===== config.mk =====
export PLATFORM = sky130hd
export DESIGN_NAME = fir_reporter
export DESIGN_NICKNAME = d
export VERILOG_FILES = /design/src/fir_queue.v /design/src/fir_reporter.v /design/src/fir_slot.v
export VERILOG_INCLUDE_DIRS = /design/src
export SDC_FILE = /design/constraint.sdc
export NUM_CORES = 1
export LEC_CHECK = 0
export ABC_AREA = 1
export ABC_CLOCK_PERIOD_IN_PS = 3400
export BUFFER_PORTS_ARGS = -buffer_cell sky130_fd_sc_hd__buf_2
export CORE_MARGIN = 2
export CORE_UTILIZATION = 42
export CTS_CLUSTER_SIZE = 30
export DETAILED_ROUTE_END_ITERATION = 6
export SLEW_MARGIN = 20
export SYNTH_ARGS = -nofsm -noshare
export SYNTH_HDL_FRONTEND = slang
export SYNTH_SLANG_ARGS = --single-unit

===== constraint.sdc =====
create_clock -name clk_i -period 3.4 [get_ports clk_i]
set_clock_uncertainty 0.05 [all_clocks]
set_input_delay 0.68 -clock clk_i [delete_from_list [all_inputs] [get_ports clk_i]]
set_output_delay 0.68 -clock clk_i [all_outputs]
set_load 0.01 [all_outputs]

===== src/fir_defines.vh =====
`ifndef FIR_DEFINES_VH
`define FIR_DEFINES_VH

// ---------------------------------------------------------------
// register byte offsets
// ---------------------------------------------------------------
`define FIR_ADR_CTRL       8'h00
`define FIR_ADR_MAP_LO     8'h04
`define FIR_ADR_MAP_HI     8'h08
`define FIR_ADR_DIAG0      8'h0c
`define FIR_ADR_DIAG1      8'h10
`define FIR_ADR_DIAG2      8'h14
`define FIR_ADR_DIAG3      8'h18
`define FIR_ADR_STATUS     8'h1c

// ---------------------------------------------------------------
// field positions
// ---------------------------------------------------------------
`define FIR_CTRL_DIAG_EN   0
`define FIR_CTRL_PROC_EN   1
`define FIR_MAP_FALL_BIT   5
`define FIR_STAT_LOST_BIT  5

// ---------------------------------------------------------------
// reset values and codes
// ---------------------------------------------------------------
`define FIR_CTRL_RESET     2'h0
`define FIR_MAP_RESET      32'h0000_0000
`define FIR_MODULE_TYPE    4'h8
`define FIR_KIND_INTERNAL  3'h1
`define FIR_KIND_EXTERNAL  3'h2
`define FIR_QUEUE_DEPTH    8
`define FIR_SLOTS          8

`endif


===== src/fir_queue.v =====
`timescale 1ns/1ps
`default_nettype none

// pending process interrupts, oldest first
module fir_queue (
  input  wire       clk_i,
  input  wire       rst_i,
  input  wire       push_i,
  input  wire [2:0] data_i,
  input  wire       pop_i,
  output wire [2:0] head_o,
  output wire       empty_o,
  output wire       full_o,
  output wire [3:0] count_o
);

  reg [2:0] mem [0:7];
  reg [2:0] wr_reg;
  reg [2:0] rd_reg;
  reg [3:0] count_reg;
  wire      do_push;
  wire      do_pop;

  assign empty_o = (count_reg == 4'h0);
  assign full_o  = (count_reg == 4'h8);
  assign do_push = push_i & ~full_o;
  assign do_pop  = pop_i & ~empty_o;
  assign head_o  = mem[rd_reg];
  assign count_o = count_reg;

  always @(posedge clk_i) begin
    if (do_push) begin
      mem[wr_reg] <= data_i;
    end
  end

  always @(posedge clk_i) begin
    if (rst_i) begin
      wr_reg    <= 3'h0;
      rd_reg    <= 3'h0;
      count_reg <= 4'h0;
    end else begin
      if (do_push) begin
        wr_reg <= wr_reg + 3'h1;
      end
      if (do_pop) begin
        rd_reg <= rd_reg + 3'h1;
      end
      if (do_push & ~do_pop) begin
        count_reg <= count_reg + 4'h1;
      end else if (do_pop & ~do_push) begin
        count_reg <= count_reg - 4'h1;
      end
    end
  end

endmodule // fir_queue

`default_nettype wire


===== src/fir_reporter.v =====
`timescale 1ns/1ps
`default_nettype none
`include "fir_defines.vh"

module fir_reporter (
  input  wire        clk_i,
  input  wire        rst_i,
  input  wire [7:0]  adr_i,
  input  wire [31:0] dat_i,
  output wire [31:0] dat_o,
  input  wire        we_i,
  input  wire [3:0]  sel_i,
  input  wire        cyc_i,
  input  wire        stb_i,
  output wire        ack_o,
  input  wire [7:0]  internal_fault_i,
  input  wire [7:0]  external_fault_i,
  input  wire [7:0]  handling_error_i,
  input  wire [7:0]  status_bit_i,
  input  wire        supply_short_i,
  input  wire        pkt_valid_i,
  input  wire        pkt_plausible_i,
  input  wire        cmd_valid_i,
  input  wire        cmd_allowed_i,
  output wire        pkt_accept_o,
  output wire        data_error_o,
  output wire        cmd_execute_o,
  output wire        operating_error_o,
  output wire        diag_irq_o,
  input  wire        diag_handler_exit_i,
  output wire [31:0] handler_diag_bytes_o,
  output wire        proc_irq_o,
  input  wire        proc_handler_exit_i,
  output wire [2:0]  trigger_channel_field_o,
  output wire        group_fault_lamp_o
);

  localparam [1:0] ST_IDLE = 2'b01;
  localparam [1:0] ST_PEND = 2'b10;

  // ---------------------------------------------------------------
  // state
  // ---------------------------------------------------------------
  reg [1:0]  ctrl_reg;
  reg [31:0] map_lo_reg;
  reg [31:0] map_hi_reg;
  reg        ack_reg;
  reg [31:0] rdata_reg;
  reg [1:0]  dstate_reg;
  reg [1:0]  dstate_next;
  reg        dirty_reg;
  reg        lost_reg;
  reg [15:0] fault_prev_reg;
  reg [7:0]  code_reg;
  reg [7:0]  handling_seen_reg;
  reg [31:0] snap0_reg;
  reg [31:0] snap1_reg;
  reg [31:0] snap2_reg;
  reg        pkt_accept_reg;
  reg        data_err_reg;
  reg        cmd_exec_reg;
  reg        op_err_reg;
  reg        lamp_reg;

  wire [15:0] fault_vec;
  wire [15:0] fault_chg;
  wire [31:0] src_vec;
  wire [63:0] map_all;
  wire [7:0]  slot_pulse;
  wire        q_empty;
  wire        q_full;
  wire [3:0]  q_count;
  wire [2:0]  q_head;
  wire        push;
  wire        lost_evt;
  wire        diag_evt;
  wire        capture;
  wire        wr_stb;
  wire        diag_exit;
  wire        lamp_now;
  reg  [2:0]  push_chan;
  reg  [7:0]  code_next;
  // one loop index per process, so no variable has two drivers
  integer     i;
  integer     j;
  integer     k;

  assign fault_vec = {external_fault_i, internal_fault_i};
  assign fault_chg = fault_vec ^ fault_prev_reg;
  assign src_vec   = {status_bit_i, handling_error_i,
                      external_fault_i, internal_fault_i};
  assign map_all   = {map_hi_reg, map_lo_reg};
  assign wr_stb    = cyc_i & stb_i & we_i & ~ack_reg;

  // ---------------------------------------------------------------
  // process interrupt slots
  // ---------------------------------------------------------------
  genvar g;
  generate
    for (g = 0; g < `FIR_SLOTS; g = g + 1) begin : g_slot
      // handling errors have no going edge, so they only fire incoming
      wire is_handling = (map_all[g*8+4 -: 2] == 2'b10);
      fir_slot u_slot (
        .clk_i   (clk_i),
        .rst_i   (rst_i),
        .src_i   (src_vec),
        .sel_i   (map_all[g*8+4 -: 5]),
        .fall_i  (map_all[g*8+`FIR_MAP_FALL_BIT] & ~is_handling),
        .pulse_o (slot_pulse[g])
      );
    end
  endgenerate

  // lowest slot wins when several fire together; the rest count as lost
  always @* begin
    push_chan = 3'h0;
    for (j = `FIR_SLOTS - 1; j >= 0; j = j - 1) begin
      if (slot_pulse[j]) begin
        push_chan = j[2:0];
      end
    end
  end

  assign push     = ctrl_reg[`FIR_CTRL_PROC_EN] & (|slot_pulse);
  assign lost_evt = push & (q_full |
                    ((slot_pulse & (slot_pulse - 8'h01)) != 8'h00));

  fir_queue u_queue (
    .clk_i   (clk_i),
    .rst_i   (rst_i),
    .push_i  (push),
    .data_i  (push_chan),
    .pop_i   (proc_handler_exit_i),
    .head_o  (q_head),
    .empty_o (q_empty),
    .full_o  (q_full),
    .count_o (q_count)
  );

  assign proc_irq_o              = ~q_empty;
  assign trigger_channel_field_o = q_head;

  // ---------------------------------------------------------------
  // diagnostic interrupt
  // ---------------------------------------------------------------
  assign diag_evt  = ctrl_reg[`FIR_CTRL_DIAG_EN] &
                     ((fault_chg != 16'h0000) | lost_evt);
  assign diag_exit = dstate_reg[1] & diag_handler_exit_i;
  assign capture   = dstate_reg[0] & (diag_evt | dirty_reg);

  // code of the lowest changed fault, top bit set while it is active
  always @* begin
    code_next = code_reg;
    for (k = 15; k >= 0; k = k - 1) begin
      if (fault_chg[k]) begin
        code_next = {fault_vec[k],
                     (k < 8) ? `FIR_KIND_INTERNAL : `FIR_KIND_EXTERNAL,
                     1'b0, k[2:0]};
      end
    end
  end

  always @* begin
    case (dstate_reg)
      ST_IDLE: dstate_next = capture ? ST_PEND : ST_IDLE;
      ST_PEND: dstate_next = diag_exit ? ST_IDLE : ST_PEND;
      default: dstate_next = ST_IDLE;
    endcase
  end

  assign lamp_now = (|fault_vec) | supply_short_i;

  always @(posedge clk_i) begin
    if (rst_i) begin
      dstate_reg        <= ST_IDLE;
      dirty_reg         <= 1'b0;
      fault_prev_reg    <= 16'h0000;
      code_reg          <= 8'h00;
      handling_seen_reg <= 8'h00;
      snap0_reg         <= 32'h0000_0000;
      snap1_reg         <= 32'h0000_0000;
      snap2_reg         <= 32'h0000_0000;
      lamp_reg          <= 1'b0;
    end else begin
      dstate_reg     <= dstate_next;
      fault_prev_reg <= fault_vec;
      code_reg       <= code_next;
      lamp_reg       <= lamp_now;
      // changes seen during handling re-raise after the exit
      if (capture) begin
        dirty_reg <= 1'b0;
      end else if (dstate_reg[1] & diag_evt) begin
        dirty_reg <= 1'b1;
      end
      // new handling errors win over the clear at handler exit
      handling_seen_reg <= (diag_exit ? 8'h00 : handling_seen_reg) |
                           handling_error_i;
      if (capture) begin
        snap0_reg <= {8'h00, code_next, 4'h0, `FIR_MODULE_TYPE,
                      4'h0, lost_reg | lost_evt, |external_fault_i,
                      |internal_fault_i, lamp_now};
        snap1_reg <= {16'h0000, handling_seen_reg | handling_error_i,
                      4'h0, q_count};
        snap2_reg <= {16'h0000, fault_vec};
      end
    end
  end

  assign diag_irq_o           = dstate_reg[1];
  assign handler_diag_bytes_o = snap0_reg;
  assign group_fault_lamp_o   = lamp_reg;

  // ---------------------------------------------------------------
  // synchronous messages
  // ---------------------------------------------------------------
  always @(posedge clk_i) begin
    if (rst_i) begin
      pkt_accept_reg <= 1'b0;
      data_err_reg   <= 1'b0;
      cmd_exec_reg   <= 1'b0;
      op_err_reg     <= 1'b0;
    end else begin
      pkt_accept_reg <= pkt_valid_i & pkt_plausible_i;
      data_err_reg   <= pkt_valid_i & ~pkt_plausible_i;
      cmd_exec_reg   <= cmd_valid_i & cmd_allowed_i;
      op_err_reg     <= cmd_valid_i & ~cmd_allowed_i;
    end
  end

  assign pkt_accept_o      = pkt_accept_reg;
  assign data_error_o      = data_err_reg;
  assign cmd_execute_o     = cmd_exec_reg;
  assign operating_error_o = op_err_reg;

  // ---------------------------------------------------------------
  // wishbone slave
  // ---------------------------------------------------------------
  always @(posedge clk_i) begin
    if (rst_i) begin
      ctrl_reg   <= `FIR_CTRL_RESET;
      map_lo_reg <= `FIR_MAP_RESET;
      map_hi_reg <= `FIR_MAP_RESET;
      lost_reg   <= 1'b0;
    end else begin
      if (wr_stb && adr_i == `FIR_ADR_CTRL && sel_i[0]) begin
        ctrl_reg <= dat_i[1:0];
      end
      if (wr_stb && adr_i == `FIR_ADR_MAP_LO) begin
        for (i = 0; i < 4; i = i + 1) begin
          if (sel_i[i]) begin
            map_lo_reg[i*8 +: 8] <= dat_i[i*8 +: 8];
          end
        end
      end
      if (wr_stb && adr_i == `FIR_ADR_MAP_HI) begin
        for (i = 0; i < 4; i = i + 1) begin
          if (sel_i[i]) begin
            map_hi_reg[i*8 +: 8] <= dat_i[i*8 +: 8];
          end
        end
      end
      // write one clears, a lost event in the same cycle wins
      if (lost_evt) begin
        lost_reg <= 1'b1;
      end else if (wr_stb && adr_i == `FIR_ADR_STATUS && sel_i[0] &&
                   dat_i[`FIR_STAT_LOST_BIT]) begin
        lost_reg <= 1'b0;
      end
    end
  end

  always @(posedge clk_i) begin
    if (rst_i) begin
      ack_reg   <= 1'b0;
      rdata_reg <= 32'h0000_0000;
    end else begin
      ack_reg <= cyc_i & stb_i & ~ack_reg;
      case (adr_i)
        `FIR_ADR_CTRL:   rdata_reg <= {30'h0, ctrl_reg};
        `FIR_ADR_MAP_LO: rdata_reg <= map_lo_reg;
        `FIR_ADR_MAP_HI: rdata_reg <= map_hi_reg;
        `FIR_ADR_DIAG0:  rdata_reg <= snap0_reg;
        `FIR_ADR_DIAG1:  rdata_reg <= snap1_reg;
        `FIR_ADR_DIAG2:  rdata_reg <= snap2_reg;
        `FIR_ADR_DIAG3:  rdata_reg <= 32'h0000_0000;
        `FIR_ADR_STATUS: rdata_reg <= {24'h0, diag_irq_o, lamp_reg,
                                       lost_reg, 1'b0, q_count};
        default:         rdata_reg <= 32'h0000_0000;
      endcase
    end
  end

  assign ack_o = ack_reg;
  assign dat_o = rdata_reg;

endmodule // fir_reporter

`default_nettype wire


===== src/fir_slot.v =====
`timescale 1ns/1ps
`default_nettype none

// one process interrupt slot: selects a source and fires on one edge
module fir_slot (
  input  wire        clk_i,
  input  wire        rst_i,
  input  wire [31:0] src_i,
  input  wire [4:0]  sel_i,
  input  wire        fall_i,
  output wire        pulse_o
);

  reg       level_reg;
  reg [4:0] sel_reg;
  wire      level;

  assign level = src_i[sel_i];

  always @(posedge clk_i) begin
    if (rst_i) begin
      level_reg <= 1'b0;
      sel_reg   <= 5'h00;
    end else begin
      level_reg <= level;
      sel_reg   <= sel_i;
    end
  end

  // a remap would look like an edge, so the first cycle after it is quiet
  assign pulse_o = (sel_reg == sel_i) &&
                   (fall_i ? (level_reg & ~level)
                           : (~level_reg & level));

endmodule // fir_slot

`default_nettype wire

# Word-level counts from Yosys, hierarchy flattened
# Memory sizes are Yosys's and may differ from the RTL's. A register that Yosys moved wholly into a read port is not among the register bits.
# Cells that the tools add are included.
# op_classes
addsub	5
n_lt_le_gt_ge	8
n_eq_ne	25
mux	61
bitwise	82
n_reduce_logical	34
# ops
op	count
$pmux 32 s7	1
$mux 8	17
$lt 5x6->1 const B	8
$and 1x1->1	42
$bmux 1 s5	8
$eq 5x5->1	8
$not 1->1	31
$mux 3	10
$eq 8x5->1 const B	3
$reduce_or 8->1	3
$mux 1	20
$eq 2x2->1 const B	9
$eq 8x4->1 const B	2
$or 8x8->8	2
$reduce_and 2->1	8
$reduce_bool 16->1	1
$reduce_or 16->1	1
$xor 16x16->16	1
$logic_and 1x1->1	15
$and 8x8->8	1
$eq 8x3->1 const B	1
$logic_not 8->1	1
$mux 4	2
$reduce_bool 8->1	1
12 further kinds	19
# word_totals
regBits	239
ram_bits	24
wordCells	260
memories	1
# memory_table
name	words	word_bits	read_ports	rd_clocked_by_memory_dff	write_ports	line	source
u_queue.mem	8	3	1	1	1	fir_queue.v:17	reg [2:0] mem [0:7];

# Depth between registers and ports, before layout
# logic_depth
depth_word	17
ltp_mapped	31
ltp_nobuf	29

# Cells and area by module
# From an unflattened synthesis, not the netlist that was laid out.
# unflattened
hier_cells	1997
hier_area_um2	13897.1
# by_module_without_submodules
mod	n_inst	cells_per_inst	area_per_inst_um2
fir_reporter	1	1006	7534.7
fir_slot	8	103	588.1
fir_queue	1	167	1657.8

# Worst setup path before layout
# OpenSTA, ideal clock, no wires.
# synth_timing
kind	in2reg
startpoint	input port external_fault_i[0]
endpoint	register u_queue.count_reg[3], in the netlist u_queue.count_o[3]
setup_time_ps	120
arrival_time_ps	3388
required_time_ps	3230
path_slack_ps	-158
path_stages	25
path_buffers	1
cell_sequence	buf_2 inv_1 nand2_1 nand3_1 nand3_1 nand3_1 nand3_1 nand3_1 nand3_2 nand2_4 nor2_4 a21oi_1 nand2_1 inv_1 ha_1 inv_1 ha_1 nand2_1 nor2_1 a211oi_1 nor2_1 nor2_1 nand2_1 o21ai_0 a21oi_1
# synth_via
elab_chain_cells	12
# synth_lines
item	line	source
from (decl)	fir_reporter.v:17	input wire [7:0] external_fault_i,
$bmux 1 s5	fir_slot.v:18	assign level = src_i[sel_i];
$mux 1 (implied by the code)	fir_slot.v:18	
$not 1->1	fir_slot.v:32	(fall_i ? (level_reg & ~level)
$and 1x1->1	fir_slot.v:32	
$mux 1	fir_slot.v:32	
$logic_and 1x1->1	fir_slot.v:31	assign pulse_o = (sel_reg == sel_i) &&
$reduce_or 8->1 (*)	fir_reporter.v:124	assign push = ctrl_reg[`FIR_CTRL_PROC_EN] & (|slot_pulse);
$and 1x1->1 (*)	fir_reporter.v:124	
$and 1x1->1 (*)	fir_queue.v:26	assign do_push = push_i & ~full_o;
named net u_queue.do_push	fir_queue.v:21	wire do_push;
$not 1->1	fir_queue.v:51	end else if (do_pop & ~do_push) begin
$and 1x1->1	fir_queue.v:51	
$reduce_bool 2->1 (no source line)	-	
to (signal assigned)	fir_queue.v:50	count_reg <= count_reg + 4'h1;
to (signal assigned)	fir_queue.v:52	count_reg <= count_reg - 4'h1;
to (decl)	fir_queue.v:20	reg [3:0] count_reg;
# Mark *: on every way through the listed nets, which the timed path passes. The rest lies on a longest branch. The select of a mux whose other input is x is not followed.
# A chain may end at the register's enable or synchronous reset.

# Final worst setup path
# layout_timing
startpoint	register map_lo_reg[9]
endpoint	register u_queue.count_reg[3], in the netlist u_queue.count_o[3]
# layout_via
elab_chain_cells	12
# layout_lines
item	line	source
from (decl)	fir_reporter.v:45	reg [31:0] map_lo_reg;
from (signal assigned)	fir_reporter.v:241	map_lo_reg <= `FIR_MAP_RESET;
from (signal, indexed assignment)	fir_reporter.v:251	map_lo_reg[i*8 +: 8] <= dat_i[i*8 +: 8];
$bmux 1 s5	fir_slot.v:18	
$mux 1 (implied by the code)	fir_slot.v:18	
$not 1->1	fir_slot.v:32	
$and 1x1->1	fir_slot.v:32	
$mux 1	fir_slot.v:32	
$logic_and 1x1->1 (*)	fir_slot.v:31	
$reduce_or 8->1 (*)	fir_reporter.v:124	
$and 1x1->1 (*)	fir_reporter.v:124	
$and 1x1->1 (*)	fir_queue.v:26	
named net u_queue.do_push	fir_queue.v:21	
$not 1->1	fir_queue.v:51	
$and 1x1->1	fir_queue.v:51	
$reduce_bool 2->1 (no source line)	-	
# Marks and branches as above.

==> impl_metrics.json <==
{
  "finish.instance_area_sq_um": 17600,
  "critical_path.most_common_cell": "sky130_fd_sc_hd__nor2_1",
  "worst-r2r-setup-slack_ns": 0.17,
  "postSynthCellCount": 2070,
  "power-per-cell-area_nw_per_um2": 438,
  "fin_crit_sh_pct": 94.9,
  "rr_worst_depth": 22,
  "grt_antenna_before_repair": 0,
  "grt_max_degree": 60,
  "critical-path-top-delay-family": "simple AND/OR/NAND/NOR gates",
  "synth_flop_cell": "sky130_fd_sc_hd__dfxtp_1",
  "floorplan.rows": 67,
  "synth_seq_cells": 266,
  "source_of_the_worst_hold_timing_path": "cmd_allowed_i",
  "die_w_um": 188,
  "clk_latency_ns": 0.59,
  "synth.largest_area_cell": "sky130_fd_sc_hd__dfxtp_1",
  "share_of_the_synthesized_area_in_the_top_cell_type_pct": 34.2,
  "place.port_buffers": 143,
  "final_util_pct": 52.9,
  "ctsRootBufferMaster": "sky130_fd_sc_hd__clkbuf_16",
  "maxSlewHeadroom_pct": 44.0,
  "timing.critical_path.buf_inv": 4,
  "synth_async_sr_flop_share_pct": 0,
  "hold_path_class": "primary input to register",
  "effective_utilization_at_floorplan_pct": 42.5,
  "max-clock-path-buffers": 3,
  "cpPeakStageDelay_ns": 0.35,
  "synth-warning-count": 0,
  "netlist_area_sq_um": 14200,
  "endpoint_kind": "register",
  "worst-slew-pin-transition_ns": 0.840,
  "grt_pass1_vias": 14000,
  "rsz_0062_raised_after_global_routing": "yes",
  "largest_register_ffs": 40,
  "drive_above_1_share_pct": 21.8,
  "chipHeight_um": 188,
  "vdd.ir_drop.worst_mv": 0.460,
  "final-max-slew-violation-count": 0,
  "cts_tree": "done",
  "worstReg2RegEnd": "u_queue.count_o[3]",
  "number_of_flops_mapped_to_enable_cells_by_yosys": 24,
  "detailed_place_hpwl_um": 38400,
  "via_count": 14900,
  "status": "finished clean",
  "clock_tree.htree_level_count": 1,
  "worst-endpoint-required_ns": 3.81,
  "timing.hold.worst_path_depth": 2,
  "grt_usage_pct": 28.8,
  "clock_buffer_count_from_cts": 30,
  "finalWorstPathRequiredPeriod_ns": 3.23,
  "grt_overflow_total": 0,
  "detail_route.iter0.violations": 1298,
  "global_route_wire_length_before_repair_um": 79500,
  "clkTransAtPathRegs_ns": 0.06,
  "placedCellCount": 2737,
  "setup_violations": 0,
  "routed_wire_length_per_instance_um": 18.6,
  "slowest_stage": "sky130_fd_sc_hd__dfxtp_1",
  "timing.hold.worst_endpoint": "operating_error_o",
  "timing.critical_path.fanout_max": 12,
  "reg2reg_from": "map_lo_reg[9]",
  "numClockSinks": 266,
  "area_delta_synth_final_pct": 24.4,
  "core_area_sq_um": 33400,
  "drc": 0,
  "route.detailed.vias_per_inst": 5.33,
  "die-area_sq_um": 35200,
  "maxCapViolations": 0,
  "clock.fmax_mhz": 310,
  "gpl.final_weighted_congestion": 0.982,
  "final-hold-violation-count": 0,
  "netlist_top_cells_area": "sky130_fd_sc_hd__dfxtp_1 34%, sky130_fd_sc_hd__nand2_1 14%, sky130_fd_sc_hd__nand3_1 10%",
  "leakagePower_uw": 0.00810,
  "nNetsFinal": 2427,
  "placedInstanceArea_sq_um": 16200,
  "synth.lib_cells_used.distinct": 56,
  "synth.avg_cell_area_sq_um": 6.85,
  "instances_no_fill": 2804,
  "synth_sequential_area_ratio_pct": 39.3,
  "boundaryPins": 163,
  "crit_chain": "inv_4 -> or2_2 -> nand4_1 -> nor4_4 -> buf_4 -> nand3_4 -> nand2_4 -> nor2_4 -> a21oi_4 -> nand2_2 -> inv_2 -> ha_4 -> inv_4 -> ha_4 -> nand2_2 -> nor2_1 -> a211oi_2 -> nor2_1 -> nor2_1 -> nand2_1 -> o21ai_1 -> a21oi_1",
  "timing.critical_path.from_type": "register",
  "critPathKind": "register to register",
  "worst_hold_slack_ns": 0.223,
  "timing.critical_path.arrival_ns": 3.64,
  "fillerInstances": 3376,
  "post-synth-top-count-cell": "sky130_fd_sc_hd__nand2_1",
  "totalWireLength_um": 52100,
  "ys_top_cells_by_count": "542 x sky130_fd_sc_hd__nand2_1, 293 x sky130_fd_sc_hd__nand3_1, 242 x sky130_fd_sc_hd__dfxtp_1",
  "drt_pre_antenna_iters": 6,
  "antenna_violating_nets_left": 0
}
## cells in the final DEF, fill, tap and decap left out, drive strengths merged, types with 9 or more instances in the layout
master	Yosys	layout
nand3	296	296
a211oi	9	9
a41oi	9	9
edfxtp	24	24
dfxtp	242	242
nor2	237	237
nor4	12	12
a21oi	136	136
nor3	18	18
clkbuf	47	38
conb	1	19
clkinv	8	23
nand2	554	554
o22ai	11	11
o21ai	103	103
or2	16	16
xnor2	10	10
inv	186	186
buf	81	339
o211ai	9	9
## what timing repair did
item                                    CTS  global route
setup buffers                             0             9
pin swaps                                 3            19
endpoints found under the setup margin    1             4
gates resized for setup                  14            61
cloned                                    1             1
hold buffers                              0             0
## per-stage QoR
| step | total power, uW | setup slack (ns) | TNS [ns] |
|---|---|---|---|
| 2_1_floorplan | 3980 | 0.0143 | 0 |
| 3_3_place_gp | 4410 | -0.517 | -1.40 |
| 3_5_place_dp | 4420 | -0.515 | -1.88 |
| 4_1_cts | 7710 | 0.0183 | 0 |
| 5_1_grt | 8030 | -0.0348 | -0.0348 |
| 6_report | 7730 | 0.172 | 0 |
## power breakdown
part / total [uW] / internal, uW / leakage, uW / switching, uW
sequential: 3310 / 3240 / 0.00219 / 76.4
clock: 3320 / 1920 / 0.000496 / 1400
combinational: 1100 / 422 / 0.00541 / 679
## metal layers
metal	track usage [%]	wire length (um)	vias to the layer above	part of all wire, %
li1	-	-	7262	-
met1	38.5	22300	6955	43
met2	45.5	23400	607	45
met3	5.86	4420	111	8.5
met4	11.3	2020	0	3.9
met5	0	0	-	0
## logic make-up after synthesis
| kind of cell | Yosys count | synth area share, % |
|---|---|---|
| AO/OA/AOI/OAI | 310 | 12.9 |
| XOR/XNOR | 18 | 1.11 |
| adder cells (fa/ha/maj) | 8 | 0.759 |
| buffers and inverters | 323 | 11.6 |
| flip-flops | 266 | 39.3 |
| other | 1 | 0.0265 |
| AND/OR/NAND/NOR | 1144 | 34.4 |
## layout make-up
| cell class | instances | area [sq um] | share of cell area, % |
|---|---|---|---|
| Clock inverter | 19 | 204 | 1.16 |
| Timing Repair Buffer | 340 | 2430 | 13.8 |
| Sequential cell | 266 | 5590 | 31.7 |
| Antenna cell | 1 | 2.50 | 0.0142 |
| Tap cell | 448 | 561 | 3.18 |
| Clock buffer | 37 | 807 | 4.58 |
| Multi-Input combinational cell | 1499 | 7270 | 41.2 |
| Inverter | 194 | 772 | 4.38 |
## worst max-delay path by stage
| stage | startpoint | end | slack (ns) | depth (start not counted) |
|---|---|---|---|---|
| after floorplan | external_fault_i[6] | u_queue.count_o[3] | 0.01 | 26 |
| after global placement | internal_fault_i[3] | u_queue.count_o[3] | -0.52 | 27 |
| after CTS | map_hi_reg[8] | u_queue.count_o[3] | 0.02 | 24 |
| final | map_lo_reg[9] | u_queue.count_o[3] | 0.17 | 22 |
| after detailed placement | handling_error_i[7] | u_queue.count_o[3] | -0.52 | 29 |
| after global routing | map_hi_reg[8] | u_queue.count_o[3] | -0.03 | 27 |
Note: power is estimated with default switching activity, not from simulation.
